[config.mk]
export PLATFORM = sky130hd
export DESIGN_NAME = srct_timer
export DESIGN_NICKNAME = d
export VERILOG_FILES = /design/src/logic/srct_pkg.sv /design/src/logic/srct_half_if.sv /design/src/logic/srct_tick_gen.sv /design/src/logic/srct_half_counter.sv /design/src/logic/srct_timer.sv
export SDC_FILE = /design/constraint.sdc
export NUM_CORES = 1
export LEC_CHECK = 0
export BUFFER_PORTS_ARGS = -buffer_cell sky130_fd_sc_hd__buf_2
export CORE_MARGIN = 8
export CORE_UTILIZATION = 59
export CTS_CLUSTER_DIAMETER = 30
export DETAILED_ROUTE_END_ITERATION = 16
export GPL_TIMING_DRIVEN = 0
export PLACE_DENSITY = 0.79
export SYNTH_ARGS = -nofsm -noshare
export SYNTH_HDL_FRONTEND = slang
export SYNTH_SLANG_ARGS = --single-unit
[constraint.sdc]
create_clock -name clk -period 5.2 [get_ports clk]
set_input_delay 0.52 -clock clk [delete_from_list [all_inputs] [get_ports clk]]
set_output_delay 0.52 -clock clk [all_outputs]
set_load 0.005 [all_outputs]
[src/logic/srct_pkg.sv]
`default_nettype none
// ============================================================
// shared constants of the split reload capture timer
package srct_pkg;

  // ============================================================
  // register offsets on the 8-bit register port
  localparam logic [7:0] ADDR_CONTROL = 8'h00;
  localparam logic [7:0] ADDR_CLOCK_CONTROL = 8'h01;
  localparam logic [7:0] ADDR_COUNT_LOW = 8'h02;
  localparam logic [7:0] ADDR_COUNT_HIGH = 8'h03;
  localparam logic [7:0] ADDR_RELOAD_LOW = 8'h04;
  localparam logic [7:0] ADDR_RELOAD_HIGH = 8'h05;
  localparam logic [7:0] ADDR_IRQ_ENABLE = 8'h06;
  localparam logic [7:0] ADDR_EVENT_STATUS = 8'h07;
  localparam logic [7:0] ADDR_EVENT_MASK = 8'h08;

  // ============================================================
  // timer_two_control field positions
  localparam int unsigned CTL_HIGH_FLAG = 7;
  localparam int unsigned CTL_LOW_FLAG = 6;
  localparam int unsigned CTL_LOW_IRQ_EN = 5;
  localparam int unsigned CTL_CAPTURE_EN = 4;
  localparam int unsigned CTL_SPLIT = 3;
  localparam int unsigned CTL_RUN = 2;
  localparam int unsigned CTL_EXT_SEL_HI = 1;
  localparam int unsigned CTL_EXT_SEL_LO = 0;
  localparam logic [5:0] CTL_RESET = 6'h00;

  // ============================================================
  // clock_control_register and irq enable fields
  localparam int unsigned CKC_LOW_FAST = 4;
  localparam int unsigned CKC_HIGH_FAST = 5;
  localparam logic [1:0] CKC_RESET = 2'h0;
  localparam int unsigned IEN_TIMER_TWO = 0;

  // ============================================================
  // event status bits, read clears
  localparam int unsigned EV_HIGH_OVF = 0;
  localparam int unsigned EV_LOW_OVF = 1;
  localparam int unsigned EV_CAPTURE = 2;
  localparam int unsigned EV_WIDTH = 3;

  // ============================================================
  // external clock select codes
  typedef enum logic [1:0] {
    SRCT_SRC_DIV12 = 2'h0,
    SRCT_SRC_RTC8 = 2'h1,
    SRCT_SRC_RESERVED = 2'h2,
    SRCT_SRC_COMP = 2'h3
  } srct_src_t;

  // ============================================================
  // dividers and count values
  localparam logic [3:0] SYS_DIV_LAST = 4'hb;
  localparam logic [2:0] RTC_DIV_LAST = 3'h7;
  localparam logic [7:0] BYTE_ALL_ONES = 8'hff;
  localparam logic [7:0] BYTE_ZERO = 8'h00;

endpackage : srct_pkg
`default_nettype wire

[src/logic/srct_half_if.sv]
`default_nettype none
// ============================================================
// link between the timer core and one 8-bit count half
interface srct_half_if;
  logic tick;
  logic reload_en;
  logic [7:0] reload_val;
  logic sw_wr;
  logic [7:0] sw_data;
  logic [7:0] count;
  logic wrap;
  modport ctrl (output tick, output reload_en, output reload_val, output sw_wr,
                output sw_data, input count, input wrap);
  modport half (input tick, input reload_en, input reload_val, input sw_wr,
                input sw_data, output count, output wrap);
endinterface : srct_half_if
`default_nettype wire

[src/logic/srct_tick_gen.sv]
`default_nettype none
module srct_tick_gen (
  // clock and reset
  input wire logic clk,
  input wire logic rstn,
  // slow sources
  input wire logic rtc_clk_in,
  input wire logic comparator_in,
  // one-cycle enables
  output logic div12_tick,
  output logic rtc8_tick,
  output logic comp_rise
);
  // ============================================================
  // synchronisers, the first stage feeds only the second
  logic rtc_s1, rtc_s2, rtc_s3;
  logic cmp_s1, cmp_s2, cmp_s3;
  logic [3:0] sys_div_reg;
  logic [2:0] rtc_div_reg;
  logic rtc_rise;

  always_ff @(posedge clk or negedge rstn) begin
    if (!rstn) begin
      rtc_s1 <= 1'b0;
      rtc_s2 <= 1'b0;
      rtc_s3 <= 1'b0;
      cmp_s1 <= 1'b0;
      cmp_s2 <= 1'b0;
      cmp_s3 <= 1'b0;
    end else begin
      rtc_s1 <= rtc_clk_in;
      rtc_s2 <= rtc_s1;
      rtc_s3 <= rtc_s2;
      cmp_s1 <= comparator_in;
      cmp_s2 <= cmp_s1;
      cmp_s3 <= cmp_s2;
    end
  end

  assign rtc_rise = rtc_s2 & ~rtc_s3;
  assign comp_rise = cmp_s2 & ~cmp_s3;
  assign div12_tick = (sys_div_reg == srct_pkg::SYS_DIV_LAST);
  assign rtc8_tick = rtc_rise & (rtc_div_reg == srct_pkg::RTC_DIV_LAST);

  // ============================================================
  // dividers
  always_ff @(posedge clk or negedge rstn) begin
    if (!rstn) begin
      sys_div_reg <= 4'h0;
      rtc_div_reg <= 3'h0;
    end else begin
      sys_div_reg <= div12_tick ? 4'h0 : sys_div_reg + 4'h1;
      if (rtc_rise) begin
        rtc_div_reg <= rtc_div_reg + 3'h1;
      end
    end
  end

  chk_div12_period: assert property (@(posedge clk) disable iff (!rstn)
    div12_tick |-> ##12 div12_tick)
    else $error("core clock divide by 12 period wrong");
endmodule : srct_tick_gen
`default_nettype wire

[src/logic/srct_half_counter.sv]
`default_nettype none
module srct_half_counter (
  // clock and reset
  input wire logic clk,
  input wire logic rstn,
  // core link
  srct_half_if.half hb
);
  logic [7:0] count_reg;
  logic [7:0] count_next;
  logic at_top;

  assign at_top = (count_reg == srct_pkg::BYTE_ALL_ONES);
  assign hb.wrap = hb.tick & at_top;
  assign hb.count = count_reg;
  // a wrap without reload simply rolls to zero, which chains the 16-bit pair
  assign count_next = (at_top && hb.reload_en) ? hb.reload_val : count_reg + 8'h01;

  // software write beats a tick in the same cycle
  always_ff @(posedge clk or negedge rstn) begin
    if (!rstn) begin
      count_reg <= srct_pkg::BYTE_ZERO;
    end else if (hb.sw_wr) begin
      count_reg <= hb.sw_data;
    end else if (hb.tick) begin
      count_reg <= count_next;
    end
  end

  chk_half_hold: assert property (@(posedge clk) disable iff (!rstn)
    !hb.tick && !hb.sw_wr |=> $stable(count_reg))
    else $error("count half moved without a tick");
endmodule : srct_half_counter
`default_nettype wire

[src/logic/srct_timer.sv]
`default_nettype none
module srct_timer (
  // clock and reset
  input wire logic clk,
  input wire logic rstn,
  // register port
  input wire logic [7:0] reg_addr,
  input wire logic [7:0] reg_wdata,
  input wire logic reg_wr,
  input wire logic reg_rd,
  output logic [7:0] reg_rdata,
  // slow clock sources
  input wire logic rtc_clk_in,
  input wire logic comparator_in,
  // interrupt
  output logic irq
);
  // ============================================================
  // state
  logic [5:0] ctrl_reg;
  logic high_flag_reg;
  logic low_flag_reg;
  logic [1:0] ckc_reg;
  logic irq_en_reg;
  logic [7:0] reload_low_reg;
  logic [7:0] reload_high_reg;
  logic [srct_pkg::EV_WIDTH-1:0] ev_status_reg;
  logic [srct_pkg::EV_WIDTH-1:0] ev_mask_reg;
  logic [7:0] rdata_reg;
  logic irq_reg;
  logic [7:0] rdata_next;
  logic irq_next;
  logic high_flag_next;
  logic low_flag_next;
  logic [srct_pkg::EV_WIDTH-1:0] ev_status_next;

  srct_half_if lo_if ();
  srct_half_if hi_if ();

  logic div12_tick, rtc8_tick, comp_rise;

  // ============================================================
  // submodules
  srct_tick_gen u_ticks (
    .clk(clk),
    .rstn(rstn),
    .rtc_clk_in(rtc_clk_in),
    .comparator_in(comparator_in),
    .div12_tick(div12_tick),
    .rtc8_tick(rtc8_tick),
    .comp_rise(comp_rise)
  );

  srct_half_counter u_low (
    .clk(clk),
    .rstn(rstn),
    .hb(lo_if.half)
  );

  srct_half_counter u_high (
    .clk(clk),
    .rstn(rstn),
    .hb(hi_if.half)
  );

  // ============================================================
  // clock source selection
  function automatic logic half_tick(input logic fast, input logic [1:0] sel,
                                     input logic d12, input logic r8, input logic cmp);
    logic t;
    t = 1'b0;
    if (fast) begin
      t = 1'b1;
    end else begin
      case (sel)
        srct_pkg::SRCT_SRC_DIV12: t = d12;
        srct_pkg::SRCT_SRC_RTC8: t = r8;
        srct_pkg::SRCT_SRC_COMP: t = cmp;
        default: t = 1'b0;
      endcase
    end
    return t;
  endfunction

  // ============================================================
  // decode
  wire split = ctrl_reg[srct_pkg::CTL_SPLIT];
  wire run = ctrl_reg[srct_pkg::CTL_RUN];
  wire cap_mode = ctrl_reg[srct_pkg::CTL_CAPTURE_EN];
  wire low_irq_en = ctrl_reg[srct_pkg::CTL_LOW_IRQ_EN];
  wire [1:0] ext_sel = ctrl_reg[srct_pkg::CTL_EXT_SEL_HI:srct_pkg::CTL_EXT_SEL_LO];
  wire wr_ctrl = reg_wr && (reg_addr == srct_pkg::ADDR_CONTROL);
  wire wr_ckc = reg_wr && (reg_addr == srct_pkg::ADDR_CLOCK_CONTROL);
  wire wr_cnt_lo = reg_wr && (reg_addr == srct_pkg::ADDR_COUNT_LOW);
  wire wr_cnt_hi = reg_wr && (reg_addr == srct_pkg::ADDR_COUNT_HIGH);
  wire wr_rld_lo = reg_wr && (reg_addr == srct_pkg::ADDR_RELOAD_LOW);
  wire wr_rld_hi = reg_wr && (reg_addr == srct_pkg::ADDR_RELOAD_HIGH);
  wire wr_ien = reg_wr && (reg_addr == srct_pkg::ADDR_IRQ_ENABLE);
  wire wr_mask = reg_wr && (reg_addr == srct_pkg::ADDR_EVENT_MASK);
  wire rd_status = reg_rd && (reg_addr == srct_pkg::ADDR_EVENT_STATUS);

  wire low_src = half_tick(ckc_reg[0], ext_sel, div12_tick, rtc8_tick, comp_rise);
  wire high_src = half_tick(ckc_reg[1], ext_sel, div12_tick, rtc8_tick, comp_rise);
  wire hi_at_top = (hi_if.count == srct_pkg::BYTE_ALL_ONES);
  // a full wrap in 16-bit capture is not an overflow event
  wire carry_mode = ~split & cap_mode;

  // ============================================================
  // half control
  assign lo_if.tick = split ? low_src : (run & low_src);
  assign hi_if.tick = split ? (run & high_src) : lo_if.wrap;
  // 16-bit capture keeps the reload pair for captured values, so the count free-runs; split halves still reload
  assign lo_if.reload_en = split | (hi_at_top & ~cap_mode);
  assign hi_if.reload_en = split | ~cap_mode;
  assign lo_if.reload_val = reload_low_reg;
  assign hi_if.reload_val = reload_high_reg;
  assign lo_if.sw_wr = wr_cnt_lo;
  assign hi_if.sw_wr = wr_cnt_hi;
  assign lo_if.sw_data = reg_wdata;
  assign hi_if.sw_data = reg_wdata;

  // ============================================================
  // events
  wire capture_evt = cap_mode & (ext_sel[1] ? comp_rise : rtc8_tick);
  wire high_ovf = hi_if.wrap & ~carry_mode;
  wire low_ovf = lo_if.wrap;
  wire [srct_pkg::EV_WIDTH-1:0] ev_set = {capture_evt, low_ovf, high_ovf};

  // set always wins over a software clear
  assign high_flag_next = high_ovf | capture_evt |
                          (wr_ctrl ? reg_wdata[srct_pkg::CTL_HIGH_FLAG] : high_flag_reg);
  assign low_flag_next = low_ovf |
                         (wr_ctrl ? reg_wdata[srct_pkg::CTL_LOW_FLAG] : low_flag_reg);
  assign ev_status_next = ev_set | (rd_status ? {srct_pkg::EV_WIDTH{1'b0}} : ev_status_reg);
  assign irq_next = (irq_en_reg & (high_flag_next | (low_irq_en & low_flag_next))) |
                    (|(ev_status_next & ev_mask_reg));

  // ============================================================
  // read mux
  always_comb begin
    rdata_next = 8'h00;
    if (reg_addr == srct_pkg::ADDR_CONTROL) begin
      rdata_next = {high_flag_reg, low_flag_reg, ctrl_reg};
    end else if (reg_addr == srct_pkg::ADDR_CLOCK_CONTROL) begin
      rdata_next = {2'h0, ckc_reg, 4'h0};
    end else if (reg_addr == srct_pkg::ADDR_COUNT_LOW) begin
      rdata_next = lo_if.count;
    end else if (reg_addr == srct_pkg::ADDR_COUNT_HIGH) begin
      rdata_next = hi_if.count;
    end else if (reg_addr == srct_pkg::ADDR_RELOAD_LOW) begin
      rdata_next = reload_low_reg;
    end else if (reg_addr == srct_pkg::ADDR_RELOAD_HIGH) begin
      rdata_next = reload_high_reg;
    end else if (reg_addr == srct_pkg::ADDR_IRQ_ENABLE) begin
      rdata_next = {7'h00, irq_en_reg};
    end else if (reg_addr == srct_pkg::ADDR_EVENT_STATUS) begin
      rdata_next = {5'h00, ev_status_reg};
    end else if (reg_addr == srct_pkg::ADDR_EVENT_MASK) begin
      rdata_next = {5'h00, ev_mask_reg};
    end
  end

  // ============================================================
  // registers
  always_ff @(posedge clk or negedge rstn) begin
    if (!rstn) begin
      ctrl_reg <= srct_pkg::CTL_RESET;
      ckc_reg <= srct_pkg::CKC_RESET;
      irq_en_reg <= 1'b0;
      ev_mask_reg <= {srct_pkg::EV_WIDTH{1'b0}};
    end else begin
      if (wr_ctrl) begin
        ctrl_reg <= reg_wdata[5:0];
      end
      if (wr_ckc) begin
        ckc_reg <= {reg_wdata[srct_pkg::CKC_HIGH_FAST], reg_wdata[srct_pkg::CKC_LOW_FAST]};
      end
      if (wr_ien) begin
        irq_en_reg <= reg_wdata[srct_pkg::IEN_TIMER_TWO];
      end
      if (wr_mask) begin
        ev_mask_reg <= reg_wdata[srct_pkg::EV_WIDTH-1:0];
      end
    end
  end

  // capture takes the reload pair ahead of a software write
  always_ff @(posedge clk or negedge rstn) begin
    if (!rstn) begin
      reload_low_reg <= srct_pkg::BYTE_ZERO;
      reload_high_reg <= srct_pkg::BYTE_ZERO;
    end else if (capture_evt) begin
      reload_low_reg <= lo_if.count;
      reload_high_reg <= hi_if.count;
    end else begin
      if (wr_rld_lo) begin
        reload_low_reg <= reg_wdata;
      end
      if (wr_rld_hi) begin
        reload_high_reg <= reg_wdata;
      end
    end
  end

  always_ff @(posedge clk or negedge rstn) begin
    if (!rstn) begin
      high_flag_reg <= 1'b0;
      low_flag_reg <= 1'b0;
      ev_status_reg <= {srct_pkg::EV_WIDTH{1'b0}};
      irq_reg <= 1'b0;
      rdata_reg <= 8'h00;
    end else begin
      high_flag_reg <= high_flag_next;
      low_flag_reg <= low_flag_next;
      ev_status_reg <= ev_status_next;
      irq_reg <= irq_next;
      rdata_reg <= reg_rd ? rdata_next : 8'h00;
    end
  end

  assign reg_rdata = rdata_reg;
  assign irq = irq_reg;

  // ============================================================
  // checks
  chk_full_reload: assert property (@(posedge clk) disable iff (!rstn)
    !split && !cap_mode && hi_if.wrap && !wr_cnt_lo && !wr_cnt_hi |=>
      {hi_if.count, lo_if.count} == $past({reload_high_reg, reload_low_reg}) &&
      high_flag_reg)
    else $error("16-bit overflow did not reload");

  chk_low_flag_any: assert property (@(posedge clk) disable iff (!rstn)
    lo_if.wrap |=> low_flag_reg)
    else $error("low rollover did not set low flag");

  chk_split_low_reload: assert property (@(posedge clk) disable iff (!rstn)
    split && lo_if.wrap && !wr_cnt_lo |=> lo_if.count == $past(reload_low_reg))
    else $error("split low half did not reload");

  chk_split_high_gate: assert property (@(posedge clk) disable iff (!rstn)
    split && !run && !wr_cnt_hi |=> $stable(hi_if.count))
    else $error("high half counted without run");

  chk_split_low_free: assert property (@(posedge clk) disable iff (!rstn)
    split && !run && low_src && !wr_cnt_lo && lo_if.count != srct_pkg::BYTE_ALL_ONES |=>
      !$stable(lo_if.count))
    else $error("split low half stalled without run");

  chk_split_high_flag: assert property (@(posedge clk) disable iff (!rstn)
    split && hi_if.wrap |=> high_flag_reg ##1 high_flag_reg || $past(wr_ctrl))
    else $error("split high rollover lost its flag");

  chk_capture_copy: assert property (@(posedge clk) disable iff (!rstn)
    capture_evt |=> {reload_high_reg, reload_low_reg} == $past({hi_if.count, lo_if.count})
      && high_flag_reg)
    else $error("capture did not copy the count");

  chk_capture_source: assert property (@(posedge clk) disable iff (!rstn)
    cap_mode && ext_sel[1] && !comp_rise && !wr_rld_lo |=> $stable(reload_low_reg))
    else $error("capture fired without a comparator edge");

  chk_flag_sticky: assert property (@(posedge clk) disable iff (!rstn)
    high_flag_reg && !wr_ctrl |=> high_flag_reg)
    else $error("high flag cleared without software");

  chk_irq_main: assert property (@(posedge clk) disable iff (!rstn)
    irq_en_reg && high_flag_reg && !wr_ctrl && !wr_ien |=> irq)
    else $error("overflow interrupt missing");

  chk_irq_low: assert property (@(posedge clk) disable iff (!rstn)
    irq_en_reg && low_irq_en && low_flag_reg && !wr_ctrl && !wr_ien |=> irq)
    else $error("low byte interrupt missing");

  chk_irq_quiet: assert property (@(posedge clk) disable iff (!rstn)
    !irq_en_reg && !wr_ien && ev_mask_reg == 3'h0 && !wr_mask |=> !irq)
    else $error("interrupt raised while disabled");

  chk_low_wrap_irq: assert property (@(posedge clk) disable iff (!rstn)
    !split && irq_en_reg && low_irq_en && lo_if.wrap |=> irq)
    else $error("low byte rollover interrupt missing");

  chk_split_high_irq: assert property (@(posedge clk) disable iff (!rstn)
    split && irq_en_reg && hi_if.wrap |=> irq)
    else $error("split high rollover interrupt missing");

  chk_capture_no_reload: assert property (@(posedge clk) disable iff (!rstn)
    !split && cap_mode && hi_if.wrap && !wr_cnt_lo && !wr_cnt_hi |=>
      {hi_if.count, lo_if.count} == 16'h0000)
    else $error("capture mode overwrote the count with reload");
endmodule : srct_timer
`default_nettype wire

==> impl_metrics.yaml, run 1 <==
run_status:
  status: "finished, final reports clean"
clock_network:
  insertion_delay_ns: 0.36
  cts_tree: "yes"
  post_cts_buffers: 0
  htreeDepth: 3
  numCtsBuffers: 9
  clock_path_buffers: 2
  cts_root_buffer: "clkbuf_8"
  cts.clk_slew.worst_paths_ns: 0.08
  postCtsHoldBufs: 0
  clock_sinks: 71
  post_cts_resized: 0
route:
  drtAntennaViolNets: 0
  wire_per_inst_um: 19.64
  drt_iter0_drc: 316
  drt-total-wl_mm: 10.51
  dr_total_vias: 3473
  detail_route.vias_per_cell: 6.492
  firstDrtPassIters: 5
  drc: 0
global_route:
  antenna_found_initial: 0
  grt_max_degree: 72
  overflow: 0
  grt_pass1_vias: 3213
  grt_pass1_wl_mm: 16.85
  grt_usage_pct: 21.98
logic_synthesis:
  synthesis.area_mm2: 0.003921
  yosys.area.top_type: "dfrtp_1"
  synthFlopType: "dfrtp_1"
  synth_async_sr_flop_share_pct: 100.0
  synth-edff-count: 0
  ys_seq_area_share_pct: 45.31
  yosys-top-cells-area: "dfrtp_1 45%, mux2i_1 7.4%, nand2_1 4.5%"
  synth_cells: 412
  syn_nets: 439
  yosysTopAreaCellShare_pct: 45.31
  synth_warnings: 0
  ys_seq_elements: 71
  avgSynthCellArea_um2: 9.518
  ys_types: 60
hold_path:
  hold_path_class: "in2reg"
  hp-start: "rtc_clk_in"
layout:
  final_cell_mix: "71 x dfrtp_1, 47 x nand2_1, 34 x o21ai_0"
  diodes: 0
  syn_to_final_growth_pct: 10.88
  layout-drive-gt1-share_pct: 15.72
  nNetsFinal: 480
  final_common_cell: "dfrtp_1"
die:
  start_util_pct: 61.40
  die_height_um: 97.53
  dieArea_mm2: 0.009511
  num_rows: 29
  die_w_um: 97.53
  design.core.area_mm2: 0.006386
  io_pins: 31
place:
  globalplace.congestion: 0.9501
  io_buffers: 30
  dpl.hpwl_mm: 7.479
timing:
  setup_viol: 0
  fin_crit_sh_pct: 53.18
  slew_headroom_pct: 36.35
  min_period_ns: 2.766
  rsz0062_at_grt: "false"
  slew_violations: 0
  max_freq_mhz: 361.6
  final-hold-violation-count: 0
  fin_setup_tns_ns: 0
  clock-skew-final_ns: 0.009590
  worst_slew_pin_slew_ns: 0.9475
job:
  drv_cap: 0
worst_setup_path:
  max_stage_delay_ns: 0.58
  reg2reg_setup_slack_ns: 2.43
  crit_path_start: "u_ticks.rtc_div_reg[0]"
  cp-end-kind: "flip-flop"
  cp_slowest_cell: "a21oi_1"
  cp_cell_sequence: "ha_1 > ha_1 > nor4bb_1 > o21ai_1 > a21oi_1 > clkbuf_1 > o21ai_0 > a221oi_1 > a21oi_1"
  critPathArrivalTime_ns: 3.00
  worstSetupPathType: "reg2reg"
  required_ns: 5.44
  start_kind: "flip-flop"
  cp_max_fo: 10
  r2r_start: "u_ticks.rtc_div_reg[0]"
pwr:
  ir_worst_vdd_mv: 0.2031
  p_leak_nw: 1.986
  powerDensity_mw_per_mm2: 307.7
  power_mw: 1.338
cells by family (layout without fill, tap and decap cells):
family	after synthesis	count (layout)	share of synthesized area [%]
compound gates	112	112	18.60
xor+xnor	3	3	0.6702
fa+ha+maj	5	5	1.595
buf+inv	30	76	3.159
flops	71	71	45.31
mux	42	42	11.14
simple gates	149	149	19.53
metrics by stage:
stage	cells	utilization (%)	worst slack (ns)	instance area, µm²	hold WS, ns
3_5_place_dp	519	65.30	2.438	4170	0.3508
5_1_grt	535	68.08	2.211	4348	0.2450
2_1_floorplan	412	-	2.773	3921	0.2244
3_3_place_gp	519	65.26	2.477	4168	0.3319
4_1_cts	535	68.08	2.451	4348	0.2548
6_report	535	68.08	2.434	4348	0.2548
critical path, delay by kind of cell, from the launching register on:
kind                     cells  cell delay, ns
AO/OA/AOI/OAI                5            1.25
buffers and inverters        1            0.39
adder cells (fa/ha/maj)      2            0.30
AND/OR/NAND/NOR              1            0.32
flip-flops                   1            0.38
synth_stat cells (all sizes together) (2+ instances only):
cell,count
dfrtp,71
nand3,19
mux2i,29
a211oi,2
nand2,47
a221o,3
nor2b,11
a21boi,3
o2bb2ai,2
and2,2
and3,8
and3b,2
nor3b,2
buf,7
a221oi,3
clkbuf,15
mux2,13
o22ai,5
a21oi,23
xor2,2
a21o,4
a31oi,4
a32oi,5
nor3,4
inv,8
o211ai,2
nand4,6
o21ai,35
a22o,6
nor4,3
o31ai,4
nand2b,6
o21a,2
ha,5
nor2,32
nand3b,2
area by class of cell:
type,instances,area (µm²)
Buffer,22,93.84
Inverter,8,30.03
Clock buffer,9,123.9
Tap cell,77,96.34
Clock inverter,7,53.80
Sequential cell,71,1777
Fill cell,492,2038
Timing Repair Buffer,30,152.6
Multi-Input combinational cell,311,2021
worst paths after layout:
check / end / cells after the start
worst min-delay path: u_ticks.rtc_s1 / 1
worst min register to register: u_ticks.cmp_s2 / 0
max in group asynchronous: hi_if.reload_val[0] / 1
min in group asynchronous: u_ticks.rtc_div_reg[0] / 1
worst max register to register: u_low.hb.count[5] / 9
worst max-delay path: u_low.hb.count[5] / 9
report_power, final:
| part | internal [mW] | switching, mW |
|---|---|---|
| combinational | 0.107 | 0.140 |
| clock | 0.178 | 0.233 |
| sequential | 0.613 | 0.0671 |
| total | 0.898 | 0.440 |
routing by layer:
layer	vias to the layer above	track usage (%)	part of all wire [%]
met1	1658	29.19	42
met4	0	6.410	1.8
met5	-	0	0
li1	1591	-	-
met3	28	5.477	8.9
met2	196	34.45	47
Note: power is estimated with default switching activity, not from simulation.
==> inputs of run 2 (changes only) <==
ABC_AREA = 1   (was default)
clock period = 2.7 ns   (was 5.2 ns; I/O delays follow)
==> run 2 against run 1 <==
Core utilization is 1.0 points higher. Global-route usage is 1.8 points higher. Final area grew 1.5%. Sequential power up 85%. Clock skew about the same. Combinational power grew 32%. Clock-buffer cell count is the same. Clock power up 140%. Die area increased by 0.18%.
==> impl_metrics.yaml, run 2 <==
run_status:
  status: "finished, final reports clean"
timing:
  final-hold-violation-count: 0
  clock-skew-final_ns: 0.009475
  layout_setup_ws_ns: 0.5430
  worst_slew_pin_slew_ns: 0.8971
  fin_setup_tns_ns: 0
  slew_headroom_pct: 40.19
  rsz0062_at_grt: "false"
  setup_viol: 0
  min_period_ns: 2.157
  fin_crit_sh_pct: 79.89
  max_freq_mhz: 463.6
  slew_violations: 0
pwr:
  swShare_pct: 28.65
  power_switching_uw: 733.4
  p_seq_share_pct: 49.2
  power_mw: 2.560
  powerDensity_mw_per_mm2: 580.3
  ir_worst_vdd_mv: 0.4181
  comb_power_share_pct: 12.7
  clock_power_share_pct: 38.1
  power.internal_mw: 1.827
  p_leak_nw: 2.185
die:
  design.core.area_mm2: 0.006386
  num_rows: 29
  die_height_um: 97.62
  dieArea_mm2: 0.009529
  start_util_pct: 61.54
  die_w_um: 97.62
  io_pins: 31
route:
  detail_route.vias_per_cell: 5.940
  firstDrtPassIters: 5
  drt-total-wl_mm: 10.94
  dr_total_vias: 3683
  wire_per_inst_um: 17.65
  drtAntennaViolNets: 0
  drc: 0
  drt_iter0_drc: 296
global_route:
  grt_pass1_vias: 3583
  top_usage_layer: "met2"
  grt_usage_pct: 23.76
  use_met1_pct: 29.67
  use_met2_pct: 36.94
  grt_max_degree: 72
  overflow: 0
  antenna_found_initial: 0
  met3_usage_pct: 7.112
  grt_pass1_wl_mm: 18.04
layout:
  final_cell_mix: "145 x nand2_1, 71 x dfrtp_1, 62 x inv_1"
  final_common_cell: "nand2_1"
  diodes: 0
  layout-drive-gt1-share_pct: 15.29
  nNetsFinal: 565
  nFillCells: 563
  syn_to_final_growth_pct: 12.26
clock_network:
  cts_root_buffer: "clkbuf_8"
  insertion_delay_ns: 0.36
  numCtsBuffers: 9
  cts_tree: "yes"
  cts.clk_slew.worst_paths_ns: 0.08
  clock_sinks: 71
  clock_path_buffers: 2
  htreeDepth: 3
logic_synthesis:
  yosys-top-cells-area: "dfrtp_1 45%, nand2_1 14%, inv_1 5.9%"
  synth_warnings: 0
  synth_cells: 497
  ys_seq_elements: 71
  yosysMostFrequentCell: "nand2_1"
  ys_seq_area_share_pct: 45.21
  yosys.area.top_type: "dfrtp_1"
  synth-edff-count: 0
  synthesis.area_mm2: 0.003930
  yosysTopAreaCellShare_pct: 45.21
  avgSynthCellArea_um2: 7.907
  syn_nets: 524
  synthFlopType: "dfrtp_1"
  ys_top_cells_by_count: "145 x nand2_1, 71 x dfrtp_1, 62 x inv_1"
  synth_async_sr_flop_share_pct: 100.0
  ys_types: 36
place:
  io_buffers: 29
  pre_cts_slack_ns: 0.5775
  dpl.hpwl_mm: 8.331
  globalplace.congestion: 0.9409
job:
  drv_cap: 0
hold_path:
  hold_path_class: "in2async"
worst_setup_path:
  start_kind: "flip-flop"
  required_ns: 2.97
  critPathArrivalTime_ns: 2.42
  cp_max_fo: 10
  cp-end-kind: "flip-flop"
  worstSetupPathType: "reg2reg"
run 2: worst max-delay path, cell delays in order (launching register included):
cell	delay [ns]
dfrtp_1	0.40
ha_1	0.21
ha_1	0.20
nand2_1	0.06
o21ai_0	0.08
nand2_1	0.09
buf_2	0.25
buf_1	0.41
nand2_1	0.17
o221ai_1	0.19
run 2: what timing repair did:
action,CTS,global route
hold buffers,0,1
endpoints found under the hold margin,0,1
buffers inserted,0,0
resized for setup,0,0
run 2: power by group through the flow:
| stage | combinational [mW] | sequential, mW | clock (mW) |
|---|---|---|---|
| 2_1_floorplan | 0.216 | 1.25 | 0 |
| 3_3_place_gp | 0.303 | 1.27 | 0 |
| 3_5_place_dp | 0.323 | 1.28 | 0 |
| 4_1_cts | 0.325 | 1.26 | 0.989 |
| 5_1_grt | 0.377 | 1.27 | 1.04 |
| 6_report | 0.325 | 1.26 | 0.976 |
run 2: cell families after synthesis:
kind of cell / after synthesis / synth area share [%]
simple gates: 230 / 26.27
flops: 71 / 45.21
buf+inv: 79 / 8.468
compound gates: 102 / 16.24
fa+ha+maj: 5 / 1.592
xor+xnor: 10 / 2.229
run 2: path summary, 6_finish.rpt:
| path | startpoint | endpoint | slack, ns | cells after the start |
|---|---|---|---|---|
| setup / recovery | u_ticks.rtc_div_reg[0] | lo_if.reload_val[5] | 0.54 | 9 |
| hold / removal | rstn | u_ticks.sys_div_reg[1] | 0.01 | 1 |
| setup reg to reg | u_ticks.rtc_div_reg[0] | lo_if.reload_val[5] | 0.54 | 9 |
| hold reg to reg | u_ticks.rtc_s1 | u_ticks.rtc_s2 | 0.35 | 0 |
| max in group asynchronous | rstn | u_high.hb.count[4] | 2.07 | 1 |
| min in group clk | rtc_clk_in | u_ticks.rtc_s1 | 0.01 | 1 |
run 2: cell type report:
type / count / area, µm² / area share [%]
clock inverters: 7 / 103.9 / 2.354
multi-input cells: 347 / 1821 / 41.26
well taps: 77 / 96.34 / 2.184
inverters: 68 / 256.5 / 5.814
plain buffers: 11 / 76.32 / 1.730
flip-flops and latches: 71 / 1777 / 40.27
repair buffers: 30 / 157.7 / 3.573
clock buffers: 9 / 123.9 / 2.808
run 2: routing by layer:
layer	part of all wire, %	vias up
met1	42	1770
met5	0	-
met4	2.7	0
li1	-	1749
met2	47	138
met3	8.1	26
run 2: stage by stage:
stage | cell area (µm²) | hold WS [ns] | utilization, % | cells
final | 4412 | 0.009716 | 69.08 | 620
after global routing | 4412 | 0.002987 | 69.08 | 620
after global placement | 4172 | 0.3328 | 65.32 | 603
after CTS | 4402 | 0.004812 | 68.93 | 619
after floorplan | 3930 | -0.02559 | - | 497
after detailed placement | 4174 | 0.3372 | 65.36 | 603
==> inputs of run 3 (changes only) <==
clock period = 2.1 ns   (was 2.7 ns; I/O delays follow)
==> run 3 against run 2 <==
The flow now finishes with violations (negative hold slack). Clock power rose by 29%. Non-clock buffer count increased by 3. Critical path depth up 3. Setup slack worse by 0.38 ns. Clock skew about the same. Global-route usage unchanged. Largest power group unchanged. Clock-buffer cell count unchanged. Critical path type unchanged. Final cell count rose by 0.48%. Core utilization is 0.72 points higher.
==> impl_metrics.yaml, run 3 (synthesized netlist as in run 2, its figures left out) <==
worst_setup_path:
  cp_slowest_cell: "dfrtp_1"
  cp-end-kind: "flip-flop"
  required_ns: 2.38
  cpMostUsedCell: "nand2_1"
  max_stage_delay_ns: 0.42
  cp_max_fo: 10
  start_kind: "flip-flop"
  worstSetupPathType: "reg2reg"
  cp_cell_sequence: "ha_1 > nand2_1 > nor2_2 > nand3_1 > nor2_1 > nand2_1 > clkbuf_4 > clkinv_2 > nand2_1 > a21oi_1 > o21ai_1 > o21ai_1"
  critPathArrivalTime_ns: 2.21
layout:
  final_cell_mix: "144 x nand2_1, 70 x dfrtp_1, 62 x inv_1"
  syn_to_final_growth_pct: 13.44
  final_common_cell: "nand2_1"
  utilization_pct: 69.81
  fin_area_mm2: 0.004458
  layout-drive-gt1-share_pct: 16.48
  diodes: 0
  stdcell_count: 623
  nNetsFinal: 568
die:
  num_rows: 29
  die_w_um: 97.62
  io_pins: 31
  die_height_um: 97.62
  start_util_pct: 61.54
  design.core.area_mm2: 0.006386
  dieArea_mm2: 0.009529
place:
  globalplace.congestion: 0.9409
  dp_cells: 603
  dpl.hpwl_mm: 8.331
  pre_cts_slack_ns: -0.02249
  io_buffers: 29
  dpl_cell_area_mm2: 0.004174
clock_network:
  cts.clk_slew.worst_paths_ns: 0.08
  numCtsBuffers: 9
  insertion_delay_ns: 0.36
  clock_path_buffers: 2
  cts_root_buffer: "clkbuf_8"
  htreeDepth: 3
  clock_sinks: 71
  cts_tree: "yes"
global_route:
  grt_pass1_vias: 3583
  grt_pass1_wl_mm: 18.04
  overflow: 0
  antenna_found_initial: 0
  grt_usage_pct: 23.76
  grt_max_degree: 72
pwr:
  clock_power_share_pct: 38.1
  swShare_pct: 28.67
  p_seq_share_pct: 49.1
  power_mw: 3.297
  p_leak_nw: 2.205
  power.internal_mw: 2.351
  powerDensity_mw_per_mm2: 739.5
  power_switching_uw: 945.2
  ir_worst_vdd_mv: 0.5377
  comb_power_share_pct: 12.8
timing:
  worst_slew_pin_slew_ns: 0.8932
  fin_crit_sh_pct: 92.24
  max_freq_mhz: 516.3
  layout_setup_ws_ns: 0.1630
  final-hold-violation-count: 42
  clock-skew-final_ns: 0.009762
  rsz0062_at_grt: "true"
  fin_setup_tns_ns: 0
  slew_headroom_pct: 40.45
  min_period_ns: 1.937
  slew_violations: 0
  hold_ws_ns: -0.03727
  setup_viol: 0
route:
  drt-total-wl_mm: 10.98
  drt_iter0_drc: 295
  drc: 0
  dr_total_vias: 3703
  detail_route.vias_per_cell: 5.944
  wire_per_inst_um: 17.62
  drtAntennaViolNets: 0
  firstDrtPassIters: 5
hold_path:
  hold_path_class: "in2async"
run_status:
  status: "complete, but fails checks"
  violations: "negative hold slack"
job:
  drv_cap: 0
==> run 3: final timing paths <==
path | depth (start not counted) | end | from | slack [ns]
hold / removal | 1 | u_ticks.sys_div_reg[2] | rstn | -0.04
max in group asynchronous | 1 | u_high.hb.count[0] | rstn | 1.48
min in group clk | 3 | u_low.hb.count[0] | reg_wdata[0] | 0.10
setup reg to reg | 12 | u_high.hb.count[2] | u_high.hb.count[1] | 0.16
setup / recovery | 12 | u_high.hb.count[2] | u_high.hb.count[1] | 0.16
hold reg to reg | 0 | u_ticks.rtc_s2 | u_ticks.rtc_s1 | 0.35
==> run 3: power by group through the flow <==
stage / Clock, mW / Combinational [mW] / Sequential [mW]
after floorplan: 0 / 0.278 / 1.61
after global placement: 0 / 0.389 / 1.64
after detailed placement: 0 / 0.415 / 1.64
after CTS: 1.27 / 0.420 / 1.61
after global routing: 1.33 / 0.487 / 1.63
final: 1.26 / 0.422 / 1.62
==> run 3: critical path: cells and delay by family (launching register included) <==
kind	cells	cell delay [ns]
AOI/OAI and AO/OA	3	0.32
adders and majority gates	1	0.21
buffers and inverters	2	0.31
DFF	1	0.42
and+or+nand+nor	6	0.61
==> run 3: layer usage <==
layer  wire length (µm)  up-vias  share of wire (%)  global-route usage [%]
met5                  0        -                  0                       0
met3                894       26                8.1                   7.112
li1                   -     1756                  -                       -
met2               5209      156                 47                   36.94
met1               4573     1765                 42                   29.67
met4                301        0                2.7                   10.61
==> run 3: timing repair <==
action	in CTS	in global routing
setup endpoints to repair	4	20
setup buffers	0	2
pin swaps	0	1
endpoints found under the hold margin	2	0
hold buffers	2	0
gates resized for setup	1	9
==> run 3: final cells by class <==
type	instances	area [µm²]
Clock inverter	7	103.9
Timing Repair Buffer	33	182.7
Tap cell	77	96.34
Fill cell	559	1928
Sequential cell	71	1778
Multi-Input combinational cell	347	1833
Buffer	11	83.83
Clock buffer	9	123.9
Inverter	68	256.5
